## src/design/ssem_pkg.sv

```systemverilog
package ssem_pkg;

    localparam logic [7:0] LS_INPUT_MASK_ADDR  = 8'hE7;
    localparam logic [7:0] LS_FAN_MASK_ADDR    = 8'hE8;
    localparam logic [7:0] LS_ANALOG_MASK_ADDR = 8'hE9;
    localparam logic [7:0] DS_INPUT_MASK_ADDR  = 8'hEA;
    localparam logic [7:0] DS_ANALOG_MASK_ADDR = 8'hEB;
    localparam logic [7:0] INPUT_ERR_MASK_ADDR = 8'hEC;

    localparam logic [7:0] LS_INPUT_MASK_RST  = 8'hFF;
    localparam logic [3:0] LS_FAN_MASK_RST    = 4'hF;
    localparam logic [3:0] LS_ANALOG_MASK_RST = 4'h7;
    localparam logic [7:0] DS_INPUT_MASK_RST  = 8'hFF;
    localparam logic [3:0] DS_ANALOG_MASK_RST = 4'h7;
    localparam logic [7:0] INPUT_ERR_MASK_RST = 8'hFF;

    localparam int THERMAL_BIT = 3;
    localparam int FAN_BITS    = 4;
    localparam int ANALOG_BITS = 4;

    typedef enum logic [1:0] {
        SSEM_S0  = 2'h0,
        SSEM_S1  = 2'h1,
        SSEM_S3  = 2'h2,
        SSEM_S45 = 2'h3
    } ssem_sleep_t;

    typedef struct packed {
        logic       wr_en;
        logic [7:0] addr;
        logic [7:0] wdata;
    } ssem_reg_req_t;

    typedef struct packed {
        logic [7:0] input_err;
        logic [3:0] fan_err;
        logic [2:0] analog_err;
        logic       thermal_err;
    } ssem_events_t;

endpackage

```

## src/design/ssem_mask_reg.sv

```systemverilog
`timescale 1ns/1ps
`default_nettype none
module ssem_mask_reg #(
    parameter int         WIDTH = 8,
    parameter logic [7:0] ADDR  = 8'h00,
    parameter logic [7:0] RST   = 8'h00
) (
    input  wire logic             clk_in,
    input  wire logic             rst_b_in,
    input  wire logic             wr_en_in,
    input  wire logic [7:0]       addr_in,
    input  wire logic [7:0]       wdata_in,
    output logic      [WIDTH-1:0] value_out
);
    logic [WIDTH-1:0] value_d;

    always_comb begin
        value_d = value_out;
        if (wr_en_in && addr_in == ADDR) begin
            value_d = wdata_in[WIDTH-1:0];
        end
    end

    always_ff @(posedge clk_in or negedge rst_b_in) begin
        if (!rst_b_in) begin
            value_out <= RST[WIDTH-1:0];
        end else begin
            value_out <= value_d;
        end
    end
endmodule
`default_nettype wire

```

## src/design/ssem_top.sv

```systemverilog
`timescale 1ns/1ps
`default_nettype none
// Function
// - light-sleep input mask, 8 bits read/write, bit n hides input n errors in S3, resets to FFh.
// - light-sleep fan mask, bits 0..3 hide fan inputs 1..4 errors in S3, upper bits read 0, resets 0Fh.
// - light-sleep analog mask bits 0..2 hide analog inputs 12..14 errors in S3, reset set.
// - light-sleep analog mask bit 3 hides zone 1 and 2 thermal and diode errors in S3, reset clear.
// - deep-sleep input mask, 8 bits read/write, bit n hides input n errors in S4/5, resets to FFh.
// - deep-sleep analog mask bits 0..2 hide analog inputs 12..14 errors in S4/5, reset set.
// - deep-sleep analog mask bit 3 hides zone thermal and diode errors in S4/5, upper bits read 0.
// - input error mask, 8 bits read/write, hides input n error events in every state, resets FFh.
// - input error mask gates only both input error status sets; the level register stays live.
module ssem_top (
    input  wire logic       CORE_CLK_IN,
    input  wire logic       RST_B_IN,
    input  wire logic       REG_WR_EN_IN,
    input  wire logic [7:0] REG_ADDR_IN,
    input  wire logic [7:0] REG_WDATA_IN,
    input  wire logic [1:0] SLEEP_STATE_IN,
    input  wire logic [7:0] INPUT_ERR_EVT_IN,
    input  wire logic [3:0] FAN_ERR_EVT_IN,
    input  wire logic [2:0] ANALOG_ERR_EVT_IN,
    input  wire logic       THERMAL_ERR_EVT_IN,
    input  wire logic [7:0] GENERAL_INPUT_IN,
    output logic      [7:0] REG_RDATA_OUT,
    output logic      [7:0] INPUT_ERR_B_OUT,
    output logic      [7:0] INPUT_ERR_H_OUT,
    output logic      [7:0] INPUT_LEVEL_OUT,
    output logic      [3:0] FAN_ERR_OUT,
    output logic      [2:0] ANALOG_ERR_OUT,
    output logic            THERMAL_ERR_OUT
);
    ssem_pkg::ssem_reg_req_t req;
    ssem_pkg::ssem_events_t  evt;
    ssem_pkg::ssem_sleep_t   sleep;
    ssem_pkg::ssem_events_t  awake_mask;
    ssem_pkg::ssem_events_t  light_mask;
    ssem_pkg::ssem_events_t  deep_mask;
    ssem_pkg::ssem_events_t  sel_mask;
    ssem_pkg::ssem_events_t  gated;
    logic [7:0]              ls_input_mask;
    logic [3:0]              ls_fan_mask;
    logic [3:0]              ls_analog_mask;
    logic [7:0]              ds_input_mask;
    logic [3:0]              ds_analog_mask;
    logic [7:0]              input_err_mask;
    logic [7:0]              lvl_meta_q;
    logic [7:0]              lvl_sync_q;
    logic [7:0]              lvl_meta_d;
    logic [7:0]              lvl_sync_d;
    logic [7:0]              lvl_d;
    logic [7:0]              rdata_d;
    logic [7:0]              err_b_d;
    logic [7:0]              err_h_d;
    logic [3:0]              fan_d;
    logic [2:0]              analog_d;
    logic                    thermal_d;

    assign req.wr_en = REG_WR_EN_IN;
    assign req.addr  = REG_ADDR_IN;
    assign req.wdata = REG_WDATA_IN;
    assign evt.input_err   = INPUT_ERR_EVT_IN;
    assign evt.fan_err     = FAN_ERR_EVT_IN;
    assign evt.analog_err  = ANALOG_ERR_EVT_IN;
    assign evt.thermal_err = THERMAL_ERR_EVT_IN;
    assign sleep = ssem_pkg::ssem_sleep_t'(SLEEP_STATE_IN);

    ssem_mask_reg #(
        .WIDTH (8),
        .ADDR  (ssem_pkg::LS_INPUT_MASK_ADDR),
        .RST   (ssem_pkg::LS_INPUT_MASK_RST)
    ) u_ls_input (
        .clk_in    (CORE_CLK_IN),
        .rst_b_in  (RST_B_IN),
        .wr_en_in  (req.wr_en),
        .addr_in   (req.addr),
        .wdata_in  (req.wdata),
        .value_out (ls_input_mask)
    );

    ssem_mask_reg #(
        .WIDTH (ssem_pkg::FAN_BITS),
        .ADDR  (ssem_pkg::LS_FAN_MASK_ADDR),
        .RST   ({4'h0, ssem_pkg::LS_FAN_MASK_RST})
    ) u_ls_fan (
        .clk_in    (CORE_CLK_IN),
        .rst_b_in  (RST_B_IN),
        .wr_en_in  (req.wr_en),
        .addr_in   (req.addr),
        .wdata_in  (req.wdata),
        .value_out (ls_fan_mask)
    );

    // bit 3 is the thermal mask, clear after reset
    ssem_mask_reg #(
        .WIDTH (ssem_pkg::ANALOG_BITS),
        .ADDR  (ssem_pkg::LS_ANALOG_MASK_ADDR),
        .RST   ({4'h0, ssem_pkg::LS_ANALOG_MASK_RST})
    ) u_ls_analog (
        .clk_in    (CORE_CLK_IN),
        .rst_b_in  (RST_B_IN),
        .wr_en_in  (req.wr_en),
        .addr_in   (req.addr),
        .wdata_in  (req.wdata),
        .value_out (ls_analog_mask)
    );

    ssem_mask_reg #(
        .WIDTH (8),
        .ADDR  (ssem_pkg::DS_INPUT_MASK_ADDR),
        .RST   (ssem_pkg::DS_INPUT_MASK_RST)
    ) u_ds_input (
        .clk_in    (CORE_CLK_IN),
        .rst_b_in  (RST_B_IN),
        .wr_en_in  (req.wr_en),
        .addr_in   (req.addr),
        .wdata_in  (req.wdata),
        .value_out (ds_input_mask)
    );

    ssem_mask_reg #(
        .WIDTH (ssem_pkg::ANALOG_BITS),
        .ADDR  (ssem_pkg::DS_ANALOG_MASK_ADDR),
        .RST   ({4'h0, ssem_pkg::DS_ANALOG_MASK_RST})
    ) u_ds_analog (
        .clk_in    (CORE_CLK_IN),
        .rst_b_in  (RST_B_IN),
        .wr_en_in  (req.wr_en),
        .addr_in   (req.addr),
        .wdata_in  (req.wdata),
        .value_out (ds_analog_mask)
    );

    ssem_mask_reg #(
        .WIDTH (8),
        .ADDR  (ssem_pkg::INPUT_ERR_MASK_ADDR),
        .RST   (ssem_pkg::INPUT_ERR_MASK_RST)
    ) u_input_err (
        .clk_in    (CORE_CLK_IN),
        .rst_b_in  (RST_B_IN),
        .wr_en_in  (req.wr_en),
        .addr_in   (req.addr),
        .wdata_in  (req.wdata),
        .value_out (input_err_mask)
    );

    // s0 and s1: general input mask only; the s1 set lives elsewhere
    always_comb begin
        awake_mask.input_err   = input_err_mask;
        awake_mask.fan_err     = 4'h0;
        awake_mask.analog_err  = 3'h0;
        awake_mask.thermal_err = 1'b0;
    end

    always_comb begin
        light_mask.input_err   = input_err_mask | ls_input_mask;
        light_mask.fan_err     = ls_fan_mask;
        light_mask.analog_err  = ls_analog_mask[2:0];
        light_mask.thermal_err = ls_analog_mask[ssem_pkg::THERMAL_BIT];
    end

    // no deep-sleep fan mask, so fan events pass in s4/5
    always_comb begin
        deep_mask.input_err   = input_err_mask | ds_input_mask;
        deep_mask.fan_err     = 4'h0;
        deep_mask.analog_err  = ds_analog_mask[2:0];
        deep_mask.thermal_err = ds_analog_mask[ssem_pkg::THERMAL_BIT];
    end

    // every code is a legal state, so no default
    always_comb begin
        sel_mask = awake_mask;
        unique case (sleep)
            ssem_pkg::SSEM_S0: begin
                sel_mask = awake_mask;
            end
            ssem_pkg::SSEM_S1: begin
                sel_mask = awake_mask;
            end
            ssem_pkg::SSEM_S3: begin
                sel_mask = light_mask;
            end
            ssem_pkg::SSEM_S45: begin
                sel_mask = deep_mask;
            end
        endcase
    end

    // a set mask bit forces its event to zero
    always_comb begin
        gated.input_err   = evt.input_err & ~sel_mask.input_err;
        gated.fan_err     = evt.fan_err & ~sel_mask.fan_err;
        gated.analog_err  = evt.analog_err & ~sel_mask.analog_err;
        gated.thermal_err = evt.thermal_err & ~sel_mask.thermal_err;
    end

    // both status sets take the same gated word
    always_comb begin
        err_b_d   = gated.input_err;
        err_h_d   = gated.input_err;
        fan_d     = gated.fan_err;
        analog_d  = gated.analog_err;
        thermal_d = gated.thermal_err;
    end

    // readback: reserved upper bits read as zero
    always_comb begin
        unique case (req.addr)
            ssem_pkg::LS_INPUT_MASK_ADDR: begin
                rdata_d = ls_input_mask;
            end
            ssem_pkg::LS_FAN_MASK_ADDR: begin
                rdata_d = {4'h0, ls_fan_mask};
            end
            ssem_pkg::LS_ANALOG_MASK_ADDR: begin
                rdata_d = {4'h0, ls_analog_mask};
            end
            ssem_pkg::DS_INPUT_MASK_ADDR: begin
                rdata_d = ds_input_mask;
            end
            ssem_pkg::DS_ANALOG_MASK_ADDR: begin
                rdata_d = {4'h0, ds_analog_mask};
            end
            ssem_pkg::INPUT_ERR_MASK_ADDR: begin
                rdata_d = input_err_mask;
            end
            default: begin
                rdata_d = 8'h00;
            end
        endcase
    end

    // pins are asynchronous: only the second stage reads the first
    always_comb begin
        lvl_meta_d = GENERAL_INPUT_IN;
        lvl_sync_d = lvl_meta_q;
        lvl_d      = lvl_sync_q;
    end

    // level path never sees a mask, so it stays live in every state
    always_ff @(posedge CORE_CLK_IN or negedge RST_B_IN) begin
        if (!RST_B_IN) begin
            lvl_meta_q      <= 8'h00;
            lvl_sync_q      <= 8'h00;
            INPUT_LEVEL_OUT <= 8'h00;
        end else begin
            lvl_meta_q      <= lvl_meta_d;
            lvl_sync_q      <= lvl_sync_d;
            INPUT_LEVEL_OUT <= lvl_d;
        end
    end

    // readback lags the address by one edge
    always_ff @(posedge CORE_CLK_IN or negedge RST_B_IN) begin
        if (!RST_B_IN) begin
            REG_RDATA_OUT <= 8'h00;
        end else begin
            REG_RDATA_OUT <= rdata_d;
        end
    end

    // status words are registered so the outputs come from flip-flops
    always_ff @(posedge CORE_CLK_IN or negedge RST_B_IN) begin
        if (!RST_B_IN) begin
            INPUT_ERR_B_OUT <= 8'h00;
        end else begin
            INPUT_ERR_B_OUT <= err_b_d;
        end
    end

    always_ff @(posedge CORE_CLK_IN or negedge RST_B_IN) begin
        if (!RST_B_IN) begin
            INPUT_ERR_H_OUT <= 8'h00;
        end else begin
            INPUT_ERR_H_OUT <= err_h_d;
        end
    end

    always_ff @(posedge CORE_CLK_IN or negedge RST_B_IN) begin
        if (!RST_B_IN) begin
            FAN_ERR_OUT <= 4'h0;
        end else begin
            FAN_ERR_OUT <= fan_d;
        end
    end

    always_ff @(posedge CORE_CLK_IN or negedge RST_B_IN) begin
        if (!RST_B_IN) begin
            ANALOG_ERR_OUT <= 3'h0;
        end else begin
            ANALOG_ERR_OUT <= analog_d;
        end
    end

    always_ff @(posedge CORE_CLK_IN or negedge RST_B_IN) begin
        if (!RST_B_IN) begin
            THERMAL_ERR_OUT <= 1'b0;
        end else begin
            THERMAL_ERR_OUT <= thermal_d;
        end
    end
endmodule
`default_nettype wire

```

## config.mk

```make
export PLATFORM = sky130hd
export DESIGN_NAME = ssem_top
export DESIGN_NICKNAME = d
export VERILOG_FILES = /design/src/design/ssem_pkg.sv /design/src/design/ssem_mask_reg.sv /design/src/design/ssem_top.sv
export SDC_FILE = /design/constraint.sdc
export NUM_CORES = 1
export LEC_CHECK = 0
export BUFFER_PORTS_ARGS = -buffer_cell sky130_fd_sc_hd__buf_2
export CAP_MARGIN = 20
export CORE_MARGIN = 5
export CORE_UTILIZATION = 53
export DETAILED_ROUTE_END_ITERATION = 8
export HOLD_SLACK_MARGIN = 0.15
export PLACE_DENSITY = 0.9
export SLEW_MARGIN = 30
export SYNTH_ARGS = -nofsm -noshare
export SYNTH_HDL_FRONTEND = slang
export SYNTH_SLANG_ARGS = --single-unit
```

## constraint.sdc

```tcl
create_clock -name CORE_CLK_IN -period 1.75 [get_ports CORE_CLK_IN]
set_clock_uncertainty 0.2 [all_clocks]
set_input_delay 0.525 -clock CORE_CLK_IN [delete_from_list [all_inputs] [get_ports CORE_CLK_IN]]
set_output_delay 0.525 -clock CORE_CLK_IN [all_outputs]
set_load 0.005 [all_outputs]
```

; ---- After elaboration in Yosys (flattened, before gate mapping)
; Cells that the tools add are included.
[op_classes]
reduce_logical = 8
n_bitwise = 10
mux = 2
n_eq_ne = 9
[op_table]
columns = op, n
row1 = 8-bit equality test (second input constant), 6
row2 = 16-bit case mux with 3 select lines, 1
row3 = 8-bit case mux with 6 select lines, 1
row4 = 8-bit OR, 2
row5 = 8-bit AND, 1
row6 = 8-bit inverter, 1
row7 = 1-bit logical AND, 6
row8 = 4-bit AND, 1
row9 = 2-bit equality test (second input constant), 2
row10 = 4-bit inverter, 1
row11 = 3-bit AND, 1
row12 = 3-bit inverter, 1
row13 = 2-bit by 1-bit equality test with 1-bit output (second input constant), 1
row14 = 2-bit logical NOT, 1
row15 = 2-bit OR reduction, 1
row16 = 1-bit AND, 1
row17 = 1-bit inverter, 1
[word_totals]
register_bits = 84
in_bits = 45

; ---- Logic depth before layout (Yosys ltp)
[logic_depth]
depth_word = 5
ltp_mapped = 5
depth_no_buf = 3

; ---- Hierarchy
; A second synthesis with hierarchy kept.
[unflattened]
cells_unflattened = 229
area_unflattened_um2 = 3530.9
[by_module_without_submodules]
columns = module, n_inst, area_per_inst_um2, cells_each
row1 = ssem_top, 1, 1879.3, 135
row2 = ssem_mask_reg at u_ds_input, 1, 367.9, 20
row3 = ssem_mask_reg at u_ls_input, 1, 352.8, 20
row4 = ssem_mask_reg at u_input_err, 1, 332.8, 20
row5 = ssem_mask_reg at u_ds_analog, 1, 201.4, 12
row6 = ssem_mask_reg at u_ls_analog, 1, 198.9, 11
row7 = ssem_mask_reg at u_ls_fan, 1, 197.7, 11

; ---- Worst setup path after synthesis
; OpenSTA, ideal clock, no wires.
[synth_timing]
path_kind = input port to flip-flop
startpoint = input port REG_ADDR_IN[4]
endpoint = register u_ds_analog.value_out[3]
arrival_ns = 1.586
setup_time_ns = 0.125
required_ns = 1.425
setup_slack_ns = -0.161
stages = 3
path_cell_list = nand4b_4 nor3_1 mux2_2
[synth_between]
elab_chain_cells = 2
[synth_lines]
columns = item, line
row1 = "start, declared", ssem_top.sv:17  ; input wire logic [7:0] REG_ADDR_IN,
row2 = 8-bit equality test, ssem_mask_reg.sv:19  ; if (wr_en_in && addr_in == ADDR) begin
row3 = 1-bit logical AND, ssem_mask_reg.sv:19
row4 = "end signal, assigned", ssem_mask_reg.sv:26  ; value_out <= RST[WIDTH-1:0];
row5 = "end signal, assigned", ssem_mask_reg.sv:28  ; value_out <= value_d;
row6 = "end, declared", ssem_mask_reg.sv:13  ; output logic [WIDTH-1:0] value_out
; Every way passes these cells.
; A chain may end at the register's enable or synchronous reset.

; ---- Final worst setup path
[layout_timing]
startpoint = input port REG_ADDR_IN[4]
endpoint = register u_ls_analog.value_out[1]
[layout_between]
elab_chain_cells = 2
[layout_lines]
columns = item, line
row1 = 8-bit equality test, ssem_mask_reg.sv:19
row2 = 1-bit logical AND, ssem_mask_reg.sv:19
row3 = "end signal, assigned", ssem_mask_reg.sv:26
row4 = "end signal, assigned", ssem_mask_reg.sv:28
row5 = "end, declared", ssem_mask_reg.sv:13
; Every way passes these cells.

==> impl_summary.txt <==
----------------------------------------------------
[Run status]
  Status ... finished, final reports clean

[Timing]
  Setup violations, final ... 0
  Max-slew violation count ... 0
  Period utilisation layout ... 0.956
  Final Hold Vio Count ... 0
  Setup WS post-layout ... 0.0767 ns
  Unrepaired setup endpoints after global routing ... false
  Highest clock frequency the design can meet ... 0.598 GHz
  Slew @ Worst Pin ... 0.398 ns
  Max transition margin ... 0.735
  Hold slack final ... 0.151 ns
  Total Neg Setup Slack ... 0 ns
  Final critical path time including I/O delays and setup ... 1.67 ns

[Placement]
  Area after detailed placement ... 4120 µm²
  Detailed placement HPWL ... 5480 µm
  Gpl congestion ... 0.821
  Dpl cells ... 398
  Port Buffer Count ... 84
  DP Worst Slack ... -0.289 ns

[Clocking]
  Insertion delay to the later sink of the worst-skew pair ... 0.36 ns
  Clock tree sinks ... 84
  Clk Tree Root Cell ... sky130_fd_sc_hd__clkbuf_8
  CTS buffer count ... 9
  Clock tree from TritonCTS ... yes
  Level count of the clock H-tree ... 3
  Post-CTS Setup Bufs ... 0
  Reg clk slew, reported paths ... 0.09 ns
  Deepest clock path buffer count ... 2

[Logic synthesis]
  Synthesized Nets ... 272
  Post-synthesis simple-gate area fraction ... 0.104
  Count of unique library cells instantiated by Yosys ... 33
  Xor/xnor share of the synthesized area ... 0
  Combinational family with the most area after synthesis ... multiplexers
  Area fraction in compound gates after synthesis ... 0.0599
  Post-Synth Adder-Cell Area ... 0
  Area of the mapped netlist ... 3430 µm²
  Seq/Total Area, Yosys ... 0.626
  Number of instances in the synthesized netlist ... 227
  Post-synthesis area per instance ... 15.1 µm²
  Multiplexer share of the synthesized area ... 0.174
  Synthesized flop and latch total ... 84
  Number of warnings reported in the yosys synthesis log ... 0

[Global routing]
  Number of antenna violations at the first check in global routing ... 0
  Pin count of the biggest net entering global routing ... 45
  All-layer global routing usage ... 0.194
  Global routing usage on met3 ... 0.0542
  First-pass GRT wire length ... 12,400 µm
  Busiest layer in global routing ... met2
  Number of global-route vias before repair ... 2,493
  Global-route met1 utilization ... 0.223
  Met2 layer usage reported by global route ... 0.331
  GR Overflow Total ... 0

[Pwr]
  Pleak ... 2.11 nW
  P per Cell Area ... 848 nW/µm²
  Post-layout total power ... 3.73 mW
  Worst-case vdd ir drop ... 0.580 mV

[Floorplanning]
  Core ar. ... 6310 µm²
  Number of core rows ... 29
  IO Pins ... 85
  Die Y ... 90.4 µm
  Die Width ... 90.4 µm
  Die footprint ... 8170 µm²
  Starting density of the core ... 0.543

[Worst hold path]
  Worst Hold Class ... flip-flop to flip-flop

[Detailed routing]
  Drt initial violations ... 37
  Wirelength per Cell ... 17.5 µm
  Via density per instance ... 5.23
  Total wire length after detailed routing ... 7400 µm
  Remaining antenna violation count after routing ... 0
  Residual DRC ... 0
  Pre-antenna DRT Iters ... 5
  Number of vias after detailed routing ... 2,212

[Critical path]
  Signal arrival time at the worst endpoint ... 1.77 ns
  Required time of the critical path ... 1.84 ns
  Slowest cell on the critical path ... sky130_fd_sc_hd__nor4b_4
  Delay of the slowest cell on the worst path ... 0.39 ns
  Maximum net fanout on the critical path ... 5
  Type of destination of the critical path ... flip-flop
  Worst-path cell chain ... buf_2, nand4b_4, nor4b_4, buf_4, mux2_4
  Critical Setup Path Class ... input pin to flip-flop
  Kind of launch point of the worst setup path ... input pin

[Final layout]
  Total Nets Final ... 386
  Share of layout cells above drive strength 1 ... 0.618
  Non-Filler Instances ... 423
  Fill cell instance count of the final layout ... 457
  Leading cell type in the layout, fill and taps excluded ... sky130_fd_sc_hd__buf_2
  Antenna diode instance count ... 0
  Core Util, Final ... 0.697
  Cell area after layout ... 4400 µm²
  Layout-stage area growth over the synthesis result ... 28.5%
  Highest-count cells in the layout ignoring fill and taps ... sky130_fd_sc_hd__buf_2, sky130_fd_sc_hd__dfrtp_1, sky130_fd_sc_hd__dfstp_2, sky130_fd_sc_hd__mux2_2, sky130_fd_sc_hd__buf_4

[Job]
  Maximum capacitance violations ... 0

----------------------------------------------------
-- path summary, 6_finish.rpt --
path,slack [ns],to,from,cells past startpoint
setup / recovery,0.08,u_ls_analog.value_out[1],REG_ADDR_IN[4],5
hold / removal,0.15,INPUT_LEVEL_OUT[3],lvl_d[3],0
setup reg to reg,0.13,REG_RDATA_OUT[3],u_ls_analog.value_out[3],3
hold reg to reg,0.15,INPUT_LEVEL_OUT[3],lvl_d[3],0
max in group asynchronous,0.59,u_input_err.value_out[5],RST_B_IN,3
min in group asynchronous,0.48,lvl_meta_q[6],RST_B_IN,3
-- synth_stat cells (all sizes together) --
library cell | n | area (µm²)
nand4bb | 1 | 11.3
nor4 | 5 | 61.3
nand4b | 1 | 23.8
and4 | 1 | 8.76
nor2b | 2 | 12.5
o21ai | 3 | 15.0
and3 | 4 | 25.0
nor4b | 1 | 23.8
o211ai | 2 | 15.0
nor2 | 2 | 7.51
buf | 13 | 88.8
inv | 6 | 22.5
nand3b | 2 | 27.5
a21boi | 8 | 60.1
a21oi | 9 | 45.0
and3b | 3 | 26.3
clkbuf | 3 | 11.3
dfrtp | 50 | 1250
nor3 | 3 | 15.0
a221o | 7 | 70.1
and2 | 1 | 6.26
mux4 | 3 | 78.8
dfstp | 34 | 893
nand2 | 5 | 18.8
mux2 | 46 | 518
nand4 | 2 | 18.8
nand2b | 8 | 50.1
and4b | 2 | 20.0
-- where the power goes --
part	leakage [nW]	internal, mW	switching, mW
logic	1.06	0.186	0.167
clock network	0.0904	0.565	0.714
registers	0.957	2.06	0.0446
total	2.11	2.81	0.925
-- routing by layer --
metal  vias to the layer above  routed length [µm]
met5                         -                   0
met4                         0                 156
met3                        14                 357
met2                        65                3820
met1                      1092                3070
li1                       1041                   -
-- kinds of logic after synthesis --
kind of cell           after synthesis
AND/OR/NAND/NOR                     43
buffers and inverters               22
multiplexers                        49
AO/OA/AOI/OAI                       29
flip-flops                          84
-- sequential cells by signal (all words and copies together) (netlist names), 8 cells and up --
name / count
INPUT_ERR_H_OUT: 8
INPUT_LEVEL_OUT: 8
lvl_meta_q: 8
u_input_err.value_out: 8
u_ds_input.value_out: 8
lvl_d: 8
u_ls_input.value_out: 8
REG_RDATA_OUT: 8
-- timing repair --
action | 4_1_cts | 5_1_grt
endpoints found under the hold margin | 58 | 0
hold buffers | 9 | 0
resized for setup | 0 | 0
-- critical path: cells and delay by family --
kind	cells	cell delay, ns
simple gates	2	0.64
mux	1	0.30
buf+inv	2	0.30
-- area by class of cell --
| cell class | instances | area, µm² | area share |
|---|---|---|---|
| inverters | 6 | 22.5 | 0.00512 |
| flip-flops and latches | 84 | 2140 | 0.487 |
| repair buffers | 119 | 733 | 0.167 |
| multi-input cells | 121 | 1220 | 0.277 |
| well taps | 77 | 96.3 | 0.0219 |
| clock inverters | 6 | 48.8 | 0.0111 |
| clock buffers | 10 | 138 | 0.0313 |
Note: power is estimated with default switching activity, not from simulation.
